[src/mrfpl_pkg.sv]
// Constants and types for the mouse radio packet transmitter
package mrfpl_pkg;
	localparam int unsigned CLOCK_HZ = 10_000_000;
	localparam int unsigned TICK_NS = 104_000;
	// Longest time rounds down
	localparam int unsigned TICK_CYCLES = TICK_NS / (1_000_000_000 / CLOCK_HZ);
	localparam int unsigned PREAMBLE_LEN = 8;
	localparam logic [7:0] PREAMBLE_BITS = 8'h55;
	localparam int unsigned SYNC_LEN = 8;
	localparam logic [7:0] SYNC_BITS = 8'hd3;
	localparam int unsigned HEADER_LEN = 4;
	localparam logic [3:0] HEADER_XY = 4'h5;
	localparam logic [3:0] HEADER_BZ = 4'ha;
	// Level of the first half bit when the bit is 1; second half is inverted
	localparam logic MANCH_ONE_FIRST = 1'b1;
	localparam logic IDLE_LEVEL = 1'b0;
	localparam int unsigned BYTE_SLOTS = 9;
	localparam int unsigned ID_BUTTON_BIT = 3;
	localparam logic [7:0] ID_RESET = 8'h00;
	localparam int unsigned BUF_DEPTH = 2;
	typedef enum logic [2:0] {
		MRFPL_IDLE,
		MRFPL_PREAMBLE,
		MRFPL_SYNC,
		MRFPL_HEADER,
		MRFPL_BYTES,
		MRFPL_TAIL
	} mrfpl_state_type;
endpackage

[src/mrfpl_buffer.sv]
// Two-entry valid/ready buffer for packet requests
`timescale 1ns/1ps
`default_nettype none
module mrfpl_buffer
(
	input  wire logic        clk,
	input  wire logic        reset_n,
	input  wire logic        in_valid,
	output logic             in_ready,
	input  wire logic [16:0] in_data,
	output logic             out_valid,
	input  wire logic        out_ready,
	output logic [16:0]      out_data
);
	logic [16:0] store [mrfpl_pkg::BUF_DEPTH];
	logic        wr_ptr;
	logic        rd_ptr;
	logic [1:0]  count;
	logic        push;
	logic        pop;
	logic [1:0]  next_count;

	assign push = in_valid && in_ready;
	assign pop = out_valid && out_ready;
	assign next_count = 2'(count + {1'b0, push} - {1'b0, pop});
	assign out_valid = (count != 2'd0);
	assign out_data = store[rd_ptr];

	always_ff @(posedge clk)
	begin
		if (push)
		begin
			store[wr_ptr] <= in_data;
		end
	end

	always_ff @(posedge clk or negedge reset_n)
	begin
		if (!reset_n)
		begin
			wr_ptr <= 1'b0;
			rd_ptr <= 1'b0;
			count <= 2'd0;
			in_ready <= 1'b1;
		end
		else
		begin
			if (push)
			begin
				wr_ptr <= ~wr_ptr;
			end
			if (pop)
			begin
				rd_ptr <= ~rd_ptr;
			end
			count <= next_count;
			// Registered so the ready output comes straight from a flip-flop
			in_ready <= (next_count != 2'd2);
		end
	end
endmodule
`default_nettype wire

[src/mrfpl_transmitter.sv]
// Mouse radio packet framer, serialiser and Manchester line driver
`timescale 1ns/1ps
`default_nettype none
module mrfpl_transmitter
(
	input  wire logic       clk,
	input  wire logic       reset_n,
	input  wire logic       pkt_valid,
	output logic            pkt_ready,
	input  wire logic       pkt_is_button,
	input  wire logic [7:0] pkt_byte0,
	input  wire logic [7:0] pkt_byte1,
	input  wire logic [7:0] mouse_id,
	input  wire logic       id_load,
	output logic [7:0]      stored_id,
	output logic            radio_tx_bit_out,
	output logic            radio_power_down,
	output logic            tx_busy
);
	localparam logic [11:0] TICK_LAST = 12'(mrfpl_pkg::TICK_CYCLES - 1);

	mrfpl_pkg::mrfpl_state_type state;
	logic [11:0] tick_count;
	logic        tick;
	logic        half;
	logic [3:0]  bit_index;
	logic [1:0]  byte_index;
	logic [16:0] current;
	logic        buf_valid;
	logic        buf_ready;
	logic [16:0] buf_data;
	logic        data_bit;
	logic        take;
	logic [7:0]  cur_byte;
	logic        active;
	logic        next_level;

	function automatic logic [7:0] checksum(input logic [7:0] a, input logic [7:0] b,
		input logic [7:0] id);
		checksum = 8'(a + b + id);
	endfunction

	function automatic logic manchester(input logic b, input logic second_half);
		manchester = (b ? mrfpl_pkg::MANCH_ONE_FIRST : ~mrfpl_pkg::MANCH_ONE_FIRST) ^ second_half;
	endfunction

	// Stall here holds the request in the buffer rather than losing it
	mrfpl_buffer u_buffer
	(
		.clk       (clk),
		.reset_n   (reset_n),
		.in_valid  (pkt_valid),
		.in_ready  (pkt_ready),
		.in_data   ({pkt_is_button, pkt_byte1, pkt_byte0}),
		.out_valid (buf_valid),
		.out_ready (buf_ready),
		.out_data  (buf_data)
	);

	assign tick = (tick_count == TICK_LAST);
	assign take = tick && half && (state == mrfpl_pkg::MRFPL_IDLE) && buf_valid;
	assign buf_ready = take;

	// Byte 2 is the checksum, same sum for both packet types
	always_comb
	begin
		case (byte_index)
			2'd0: cur_byte = current[7:0];
			2'd1: cur_byte = current[15:8];
			default: cur_byte = checksum(current[7:0], current[15:8], stored_id);
		endcase
	end

	always_comb
	begin
		case (state)
			mrfpl_pkg::MRFPL_PREAMBLE: data_bit = mrfpl_pkg::PREAMBLE_BITS[bit_index[2:0]];
			mrfpl_pkg::MRFPL_SYNC: data_bit = mrfpl_pkg::SYNC_BITS[bit_index[2:0]];
			mrfpl_pkg::MRFPL_HEADER: data_bit = current[16] ? mrfpl_pkg::HEADER_BZ[bit_index[1:0]]
				: mrfpl_pkg::HEADER_XY[bit_index[1:0]];
			// Slot 8 is the stop bit
			mrfpl_pkg::MRFPL_BYTES: data_bit = (bit_index == 4'd8) ? 1'b1
				: cur_byte[bit_index[2:0]];
			default: data_bit = mrfpl_pkg::IDLE_LEVEL;
		endcase
	end

	assign active = (state != mrfpl_pkg::MRFPL_IDLE) && (state != mrfpl_pkg::MRFPL_TAIL);
	// Level is decided one tick ahead, like an output compare
	assign next_level = active ? manchester(data_bit, half) : mrfpl_pkg::IDLE_LEVEL;

	always_ff @(posedge clk or negedge reset_n)
	begin
		if (!reset_n)
		begin
			tick_count <= 12'h000;
		end
		else if (tick)
		begin
			tick_count <= 12'h000;
		end
		else
		begin
			tick_count <= 12'(tick_count + 12'h001);
		end
	end

	always_ff @(posedge clk or negedge reset_n)
	begin
		if (!reset_n)
		begin
			stored_id <= mrfpl_pkg::ID_RESET;
		end
		else if (id_load)
		begin
			stored_id <= mouse_id;
		end
	end

	always_ff @(posedge clk or negedge reset_n)
	begin
		if (!reset_n)
		begin
			radio_tx_bit_out <= mrfpl_pkg::IDLE_LEVEL;
			radio_power_down <= 1'b1;
		end
		else if (tick)
		begin
			radio_tx_bit_out <= next_level;
			// Radio stays off outside frames to save battery
			radio_power_down <= ~(active || take);
		end
	end

	// Busy tracks the radio enable, so the tail bit never shows busy with the radio off
	always_ff @(posedge clk or negedge reset_n)
	begin
		if (!reset_n)
		begin
			tx_busy <= 1'b0;
		end
		else if (tick)
		begin
			tx_busy <= active || take;
		end
	end

	always_ff @(posedge clk or negedge reset_n)
	begin
		if (!reset_n)
		begin
			state <= mrfpl_pkg::MRFPL_IDLE;
			half <= 1'b0;
			bit_index <= 4'd0;
			byte_index <= 2'd0;
			current <= 17'h0_0000;
		end
		else if (tick)
		begin
			half <= ~half;
			if (half)
			begin
				bit_index <= 4'(bit_index + 4'd1);
				case (state)
					mrfpl_pkg::MRFPL_IDLE:
					begin
						if (buf_valid)
						begin
							current <= buf_data;
							state <= mrfpl_pkg::MRFPL_PREAMBLE;
							bit_index <= 4'd0;
						end
					end
					mrfpl_pkg::MRFPL_PREAMBLE:
					begin
						if (bit_index == 4'(mrfpl_pkg::PREAMBLE_LEN - 1))
						begin
							state <= mrfpl_pkg::MRFPL_SYNC;
							bit_index <= 4'd0;
						end
					end
					mrfpl_pkg::MRFPL_SYNC:
					begin
						if (bit_index == 4'(mrfpl_pkg::SYNC_LEN - 1))
						begin
							state <= mrfpl_pkg::MRFPL_HEADER;
							bit_index <= 4'd0;
						end
					end
					mrfpl_pkg::MRFPL_HEADER:
					begin
						if (bit_index == 4'(mrfpl_pkg::HEADER_LEN - 1))
						begin
							state <= mrfpl_pkg::MRFPL_BYTES;
							bit_index <= 4'd0;
							byte_index <= 2'd0;
						end
					end
					mrfpl_pkg::MRFPL_BYTES:
					begin
						if (bit_index == 4'(mrfpl_pkg::BYTE_SLOTS - 1))
						begin
							bit_index <= 4'd0;
							byte_index <= 2'(byte_index + 2'd1);
							if (byte_index == 2'd2)
							begin
								state <= mrfpl_pkg::MRFPL_TAIL;
							end
						end
					end
					mrfpl_pkg::MRFPL_TAIL:
					begin
						// One idle bit lets the last half bit reach the pin
						state <= mrfpl_pkg::MRFPL_IDLE;
					end
					default:
					begin
						state <= mrfpl_pkg::MRFPL_IDLE;
					end
				endcase
			end
		end
	end
endmodule
`default_nettype wire

[config.mk]
export PLATFORM = sky130hd
export DESIGN_NAME = mrfpl_transmitter
export DESIGN_NICKNAME = d
export VERILOG_FILES = /design/src/mrfpl_pkg.sv /design/src/mrfpl_buffer.sv /design/src/mrfpl_transmitter.sv
export SDC_FILE = /design/constraint.sdc
export NUM_CORES = 1
export LEC_CHECK = 0
export BUFFER_PORTS_ARGS = -buffer_cell sky130_fd_sc_hd__buf_4
export CORE_ASPECT_RATIO = 1.2
export CORE_MARGIN = 2
export CORE_UTILIZATION = 54
export CTS_CLUSTER_SIZE = 30
export DETAILED_ROUTE_END_ITERATION = 6
export PLACE_DENSITY = 0.77
export SETUP_SLACK_MARGIN = 0.15
export SYNTH_ARGS = -nofsm -noshare
export SYNTH_HDL_FRONTEND = slang
export SYNTH_SLANG_ARGS = --single-unit
[constraint.sdc]
create_clock -name clk -period 3.15 [get_ports clk]
set_clock_uncertainty 0.1 [all_clocks]
set_input_delay 0.315 -clock clk [delete_from_list [all_inputs] [get_ports clk]]
set_output_delay 0.315 -clock clk [all_outputs]
set_load 0.01 [all_outputs]
# ---- After elaboration in Yosys (flattened, before gate mapping)
# Memory sizes are Yosys's and may differ from the RTL's. A register that Yosys moved wholly into a read port is not among the register bits.
# Cells that the tools add are included.
dict set report totals {
  inputBits 29
  ff_bits 38
  memories 3
  latch_bits 0
  mem_bits_rw 34
  wordCells 98
  out_inout_bits 12
  mem_bits_ro 16
}
# name words word_bits read_ports rd_clocked_by_memory_dff wr line_no
set mem_list {}
lappend mem_list {u_buffer.store 2 17 1 1 1 mrfpl_buffer.sv:15} ;# logic [16:0] store [mrfpl_pkg::BUF_DEPTH];
lappend mem_list {{(name not given)} 8 1 1 0 0 mrfpl_transmitter.sv:78} ;# mrfpl_pkg::MRFPL_SYNC: data_bit = mrfpl_pkg::SYNC_BITS[bit_index[2:0]];
lappend mem_list {{(name not given)} 8 1 1 0 0 mrfpl_transmitter.sv:77} ;# mrfpl_pkg::MRFPL_PREAMBLE: data_bit = mrfpl_pkg::PREAMBLE_BITS[bit_index[2:0]];
dict set report op_classes {
  magnitude_cmp 2
  muxes 32
  mul 0
  shifts 0
  n_reduce_logical 18
  div_mod_pow 0
  bitwise_logic 5
  eq_ne 18
  addsub 7
}
# operator count
set op_table {}
lappend op_table {{$mux 3} 6}
lappend op_table {{$add 8x8->8} 2}
lappend op_table {{$mux 4} 4}
lappend op_table {{$pmux 4 s4} 1}
lappend op_table {{$pmux 8 s2} 1}
lappend op_table {{$pmux 3 s5} 1}
lappend op_table {{$ne 2x2->1 const B} 7}
lappend op_table {{$add 12x1->12 const B} 1}
lappend op_table {{$eq 12x11->1 const B} 1}
lappend op_table {{$mux 12} 1}
lappend op_table {{$mux 1} 11}
lappend op_table {{$reduce_and 8->1} 1}
lappend op_table {{$eq 3x2->1 const B} 2}
lappend op_table {{$logic_and 1x1->1} 6}
lappend op_table {{$reduce_and 5->1} 1}
lappend op_table {{$add 4x1->4 const B} 1}
lappend op_table {{$bmux 1 s2} 2}
lappend op_table {{$eq 4x2->1 const B} 1}
lappend op_table {{$eq 4x3->1 const B} 1}
lappend op_table {{$eq 4x4->1 const B} 1}
lappend op_table {{$lt 3x4->1 const B} 1}
lappend op_table {{$mux 2} 2}
lappend op_table {{$not 1->1} 4}
lappend op_table {{$pmux 1 s4} 1}
lappend op_table {{other kinds (21)} 22}

# ---- Longest topological paths before layout
dict set report logic_depth {
  word_depth 10
  ltp_mapped 15
  depth_no_buf 12
}

# ---- Modules after synthesis
# A second synthesis with hierarchy kept.
dict set report unflattened {
  hier_cells 359
  hier_area_um2 4470.5
}
# module instances area_per_inst_um2 seq_area_each_um2 cells_each
set by_module_without_submodules {}
lappend by_module_without_submodules {mrfpl_transmitter 1 2974.1 1252.5 282}
lappend by_module_without_submodules {mrfpl_buffer 1 1496.4 1147.4 77}

# ---- Least setup slack after synthesis
# Ideal clock, no wire load.
dict set report synth_path {
  path_kind {register to register}
  startpoint {register stored_id[1]}
  endpoint {register radio_tx_bit_out}
  setup_time_ns 0.125
  setup_slack_ns 0.130
  path_stages_with_launch 10
  arrival_time_ns 2.796
  required_time_ns 2.925
  path_cell_list {dfrtp_1 -> fa_1 -> ha_1 -> fa_1 -> or3b_2 -> a31oi_1 -> a221oi_1 -> a211oi_1 -> a311o_1 -> nand3_1}
}
dict set report synth_via {
  elab_chain_len 9
}
# element line_no
set synth_lines {}
lappend synth_lines {{start, declared} mrfpl_transmitter.sv:15} ;# output logic [7:0] stored_id,
lappend synth_lines {{start signal, assigned} mrfpl_transmitter.sv:112} ;# stored_id <= mrfpl_pkg::ID_RESET;
lappend synth_lines {{start signal, assigned} mrfpl_transmitter.sv:116} ;# stored_id <= mouse_id;
lappend synth_lines {{$add 8x8->8} mrfpl_transmitter.sv:40} ;# checksum = 8'(a + b + id);
lappend synth_lines {{$pmux 8 s2} mrfpl_transmitter.sv:67} ;# case (byte_index)
lappend synth_lines {{$bmux 1 s3} mrfpl_transmitter.sv:83} ;# : cur_byte[bit_index[2:0]];
lappend synth_lines {{$mux 1 (not written as such)} mrfpl_transmitter.sv:83}
lappend synth_lines {{$mux 1} mrfpl_transmitter.sv:82} ;# mrfpl_pkg::MRFPL_BYTES: data_bit = (bit_index == 4'd8) ? 1'b1
lappend synth_lines {{$pmux 1 s4} mrfpl_transmitter.sv:76} ;# case (state)
lappend synth_lines {{$mux 1} mrfpl_transmitter.sv:44} ;# manchester = (b ? mrfpl_pkg::MANCH_ONE_FIRST : ~mrfpl_pkg::MANCH_ONE_FIRST) ^ second_half;
lappend synth_lines {{$xor 1x1->1} mrfpl_transmitter.sv:44}
lappend synth_lines {{$mux 1} mrfpl_transmitter.sv:90} ;# assign next_level = active ? manchester(data_bit, half) : mrfpl_pkg::IDLE_LEVEL;
lappend synth_lines {{end signal, assigned} mrfpl_transmitter.sv:124} ;# radio_tx_bit_out <= mrfpl_pkg::IDLE_LEVEL;
lappend synth_lines {{end signal, assigned} mrfpl_transmitter.sv:129} ;# radio_tx_bit_out <= next_level;
lappend synth_lines {{end, declared} mrfpl_transmitter.sv:16} ;# output logic radio_tx_bit_out,
# No other way between the ends. The select of a mux whose other input is x is not followed.
# A chain may end at the register's enable or synchronous reset.

# ---- Final worst setup path
dict set report layout_path {
  startpoint {register current[1], read port of u_buffer.store}
  endpoint {register radio_tx_bit_out}
}
dict set report layout_via {
  elab_chain_len 10
}
# element line_no
set layout_lines {}
lappend layout_lines {{start, declared} mrfpl_transmitter.sv:28} ;# logic [16:0] current;
lappend layout_lines {{$add 8x8->8 (2 in series)} mrfpl_transmitter.sv:40}
lappend layout_lines {{$pmux 8 s2 *} mrfpl_transmitter.sv:67}
lappend layout_lines {{$bmux 1 s3 *} mrfpl_transmitter.sv:83}
lappend layout_lines {{$mux 1 (not written as such) *} mrfpl_transmitter.sv:83}
lappend layout_lines {{$mux 1 *} mrfpl_transmitter.sv:82}
lappend layout_lines {{$pmux 1 s4 *} mrfpl_transmitter.sv:76}
lappend layout_lines {{$mux 1 *} mrfpl_transmitter.sv:44}
lappend layout_lines {{$xor 1x1->1 *} mrfpl_transmitter.sv:44}
lappend layout_lines {{$mux 1 *} mrfpl_transmitter.sv:90}
# Mark *: on every way between the ends. The rest lies on a longest branch, timed or not. The select of a mux whose other input is x is not followed.

==> impl_metrics.env <==
export IMPL_leakage_nw=2.13
export IMPL_fmax_mhz=344
export IMPL_min_to="u_buffer.store[0][14]"
export IMPL_relSlewSlack=0.349
export IMPL_track_usage=0.211
export IMPL_synthesis_area_um2=4460
export IMPL_drive_gt1_frac=0.240
export IMPL_stdcell_area_um2=5100
export IMPL_vias_per_cell=5.80
export IMPL_yosysTopAreaCellShare=0.298
export IMPL_numCtsBuffers=9
export IMPL_dpl_cell_area_um2=4790
export IMPL_final_util=0.633
export IMPL_maxCapViolCount=0
export IMPL_criticalPathCategory="reg -> reg"
export IMPL_reg2regPathDepth=9
export IMPL_yosysTopAreaCell="dfrtp_1"
export IMPL_cp_start_kind="flip-flop"
export IMPL_synth_avg_cell_area_um2=12.0
export IMPL_finalSetupViolCount=0
export IMPL_min_path_cells=1
export IMPL_finalCritPeriodShare=0.922
export IMPL_start_util=0.553
export IMPL_nNetsFinal=465
export IMPL_hp_class="in -> reg"
export IMPL_remaining_drc_errors=0
export IMPL_clock_sinks=89
export IMPL_wl_per_cell_um=16.5
export IMPL_synthFlopType="dfrtp_1"
export IMPL_critPathMaxFanout=2
export IMPL_post_route_min_period_ns=2.91
export IMPL_rows=36
export IMPL_synth_edff_count=34
export IMPL_h_tree_depth=3
export IMPL_worstHoldStart="pkt_byte1[6]"
export IMPL_die_h_um=104
export IMPL_place_hpwl_um=6040
export IMPL_syn_inst=372
export IMPL_worstPathRequired_ns=3.31
export IMPL_ys_warnings_count=0
export IMPL_grt_start_max_net_pins=56
export IMPL_rsz0062_at_grt="true"
export IMPL_dr_pass1_iters=4
export IMPL_synth_cell_types=55
export IMPL_rrSetupSlack_ns=0.24
export IMPL_core_um2=8060
export IMPL_async_flop_share=0.618
export IMPL_synth_seq_cells=89
export IMPL_gr_total_overflow=0
export IMPL_whs_ns=0.0349
export IMPL_grt_pass1_vias=3119
export IMPL_num_antenna_cells=0
export IMPL_gp_congestion=0.869
export IMPL_cellPowerDensity_nw_per_um2=518
export IMPL_ys_seq_area_frac=0.539
export IMPL_die_w_um=86.9
export IMPL_timing_rr_end="radio_tx_bit_out"
export IMPL_grt_pass1_wl_um=14800
export IMPL_clk_pin_slew_ns=0.10
export IMPL_vias=2970
export IMPL_cp_end_kind="flip-flop"
export IMPL_drt_initial_drc_count=142
export IMPL_synth_most_common_cell="dfrtp_1"
export IMPL_synth_area_leaders="dfrtp_1 (30%), edfxtp_1 (23%), ha_1 (4.5%)"
export IMPL_cp_arrival_ns=3.07
export IMPL_worst_slew_pin_slew_ns=0.976
export IMPL_antenna_found_initial=0
export IMPL_run_status="finished, final reports clean"
export IMPL_clock_latency_ns=0.37
export IMPL_ir_drop_mv=0.521
export IMPL_boundaryPins=41
export IMPL_finalMaxSlewViolations=0
export IMPL_io_buffers=40
export IMPL_syn_nets=425
export IMPL_timing_rr_start="current[1]"
export IMPL_root_buffer="clkbuf_8"
export IMPL_syn2layout_area_growth_pct=14.6
export IMPL_tritoncts="done"
export IMPL_hold_viol_final=0
export IMPL_ys_top_cells_by_count="dfrtp_1 (53), edfxtp_1 (34), nand2_1 (31), inv_1 (20)"
export IMPL_routed_wl_um=8470
export IMPL_fin_tns_setup_ns=0
export IMPL_power_total_mw=2.65
export IMPL_final_antenna_net_count=0
export IMPL_clockBufferDepth=2
export IMPL_design_die_area_um2=9000
per-layer routing:
layer,global-route usage,wire [um],share of wire,up-vias
met1,0.264,3370,0.40,1451
met4,0.102,276,0.033,0
met2,0.341,4470,0.53,73
li1,-,-,-,1422
met3,0.0478,348,0.041,24
met5,0,0,0,-
where the power goes:
| part | internal [mW] | switching (mW) | leakage [nW] |
|---|---|---|---|
| Sequential | 1.35 | 0.0468 | 1.04 |
| Combinational | 0.129 | 0.175 | 0.973 |
| Clock | 0.533 | 0.410 | 0.122 |
| Total | 2.01 | 0.632 | 2.13 |
layout make-up:
cell class | count | area (um2)
Sequential cell | 89 | 2400
Timing Repair Buffer | 48 | 363
Inverter | 20 | 75.1
Clock inverter | 6 | 115
Multi-Input combinational cell | 244 | 1910
Fill cell | 617 | 2960
Clock buffer | 10 | 128
Tap cell | 95 | 119
layout by cell type, fill, tap and decap left out, types with 7 or more instances in the layout:
cell type   n
ha_1       15
and3_1      9
dfrtp_1    53
o21ai_0    13
nand3_1    17
nand2_1    31
nor2_1     12
o21ai_2    11
xnor2_1    14
a21oi_1     9
mux2_2      7
clkbuf_8    9
inv_1      20
edfxtp_1   34
buf_4      47
mux2i_1    17
fa_1        8
critical path: stages (launching register included):
cell and delay (ns):
dfrtp_1 0.41, fa_1 0.48, ha_2 0.21, fa_1 0.46
or3b_4 0.38, a31oi_4 0.18, a221oi_2 0.08, a211oi_2 0.25
a311o_1 0.20, nand3_1 0.06
worst max-delay path by stage:
stage	startpoint	to	slack, ns
6_report	current[1]	radio_tx_bit_out	0.24
5_1_grt	stored_id[3]	radio_tx_bit_out	0.11
4_1_cts	stored_id[1]	radio_tx_bit_out	0.15
3_5_place_dp	stored_id[1]	radio_tx_bit_out	0.06
3_3_place_gp	stored_id[1]	radio_tx_bit_out	0.12
2_1_floorplan	stored_id[1]	radio_tx_bit_out	0.16
cell families (layout without fill, tap and decap cells):
logic type,Yosys count,after routing,synth area share
and+or+nand+nor,101,101,0.122
DFF,89,89,0.539
AOI/OAI and AO/OA,75,75,0.120
buffers and inverters,39,84,0.0421
adders and majority gates,24,24,0.0809
muxes,24,24,0.0559
xor gates and xnor gates,20,20,0.0410
flip-flops by register name, summed over array words and instances, names as in the netlist:
register / cells
u_buffer.count: 2
radio_power_down: 1
state: 3
u_buffer.wr_ptr: 1
current: 17
stored_id: 8
bit_index: 4
tx_busy: 1
half: 1
u_buffer.in_ready: 1
u_buffer.store: 34
u_buffer.rd_ptr: 1
radio_tx_bit_out: 1
tick_count: 12
byte_index: 2
timing repair:
item,CTS,global route
gates resized for setup,4,3
endpoints found under the hold margin,53,0
buffers inserted,2,1
pin swaps,5,6
setup endpoints to repair,1,1
hold buffers,1,0
per-stage QoR:
step	worst slack, ns	cells
floorplan	0.159	372
global placement	0.123	492
CTS	0.153	511
finish	0.244	512
detailed placement	0.0602	492
global route	0.110	512
No activity file was read; power rests on OpenSTA's default activity.
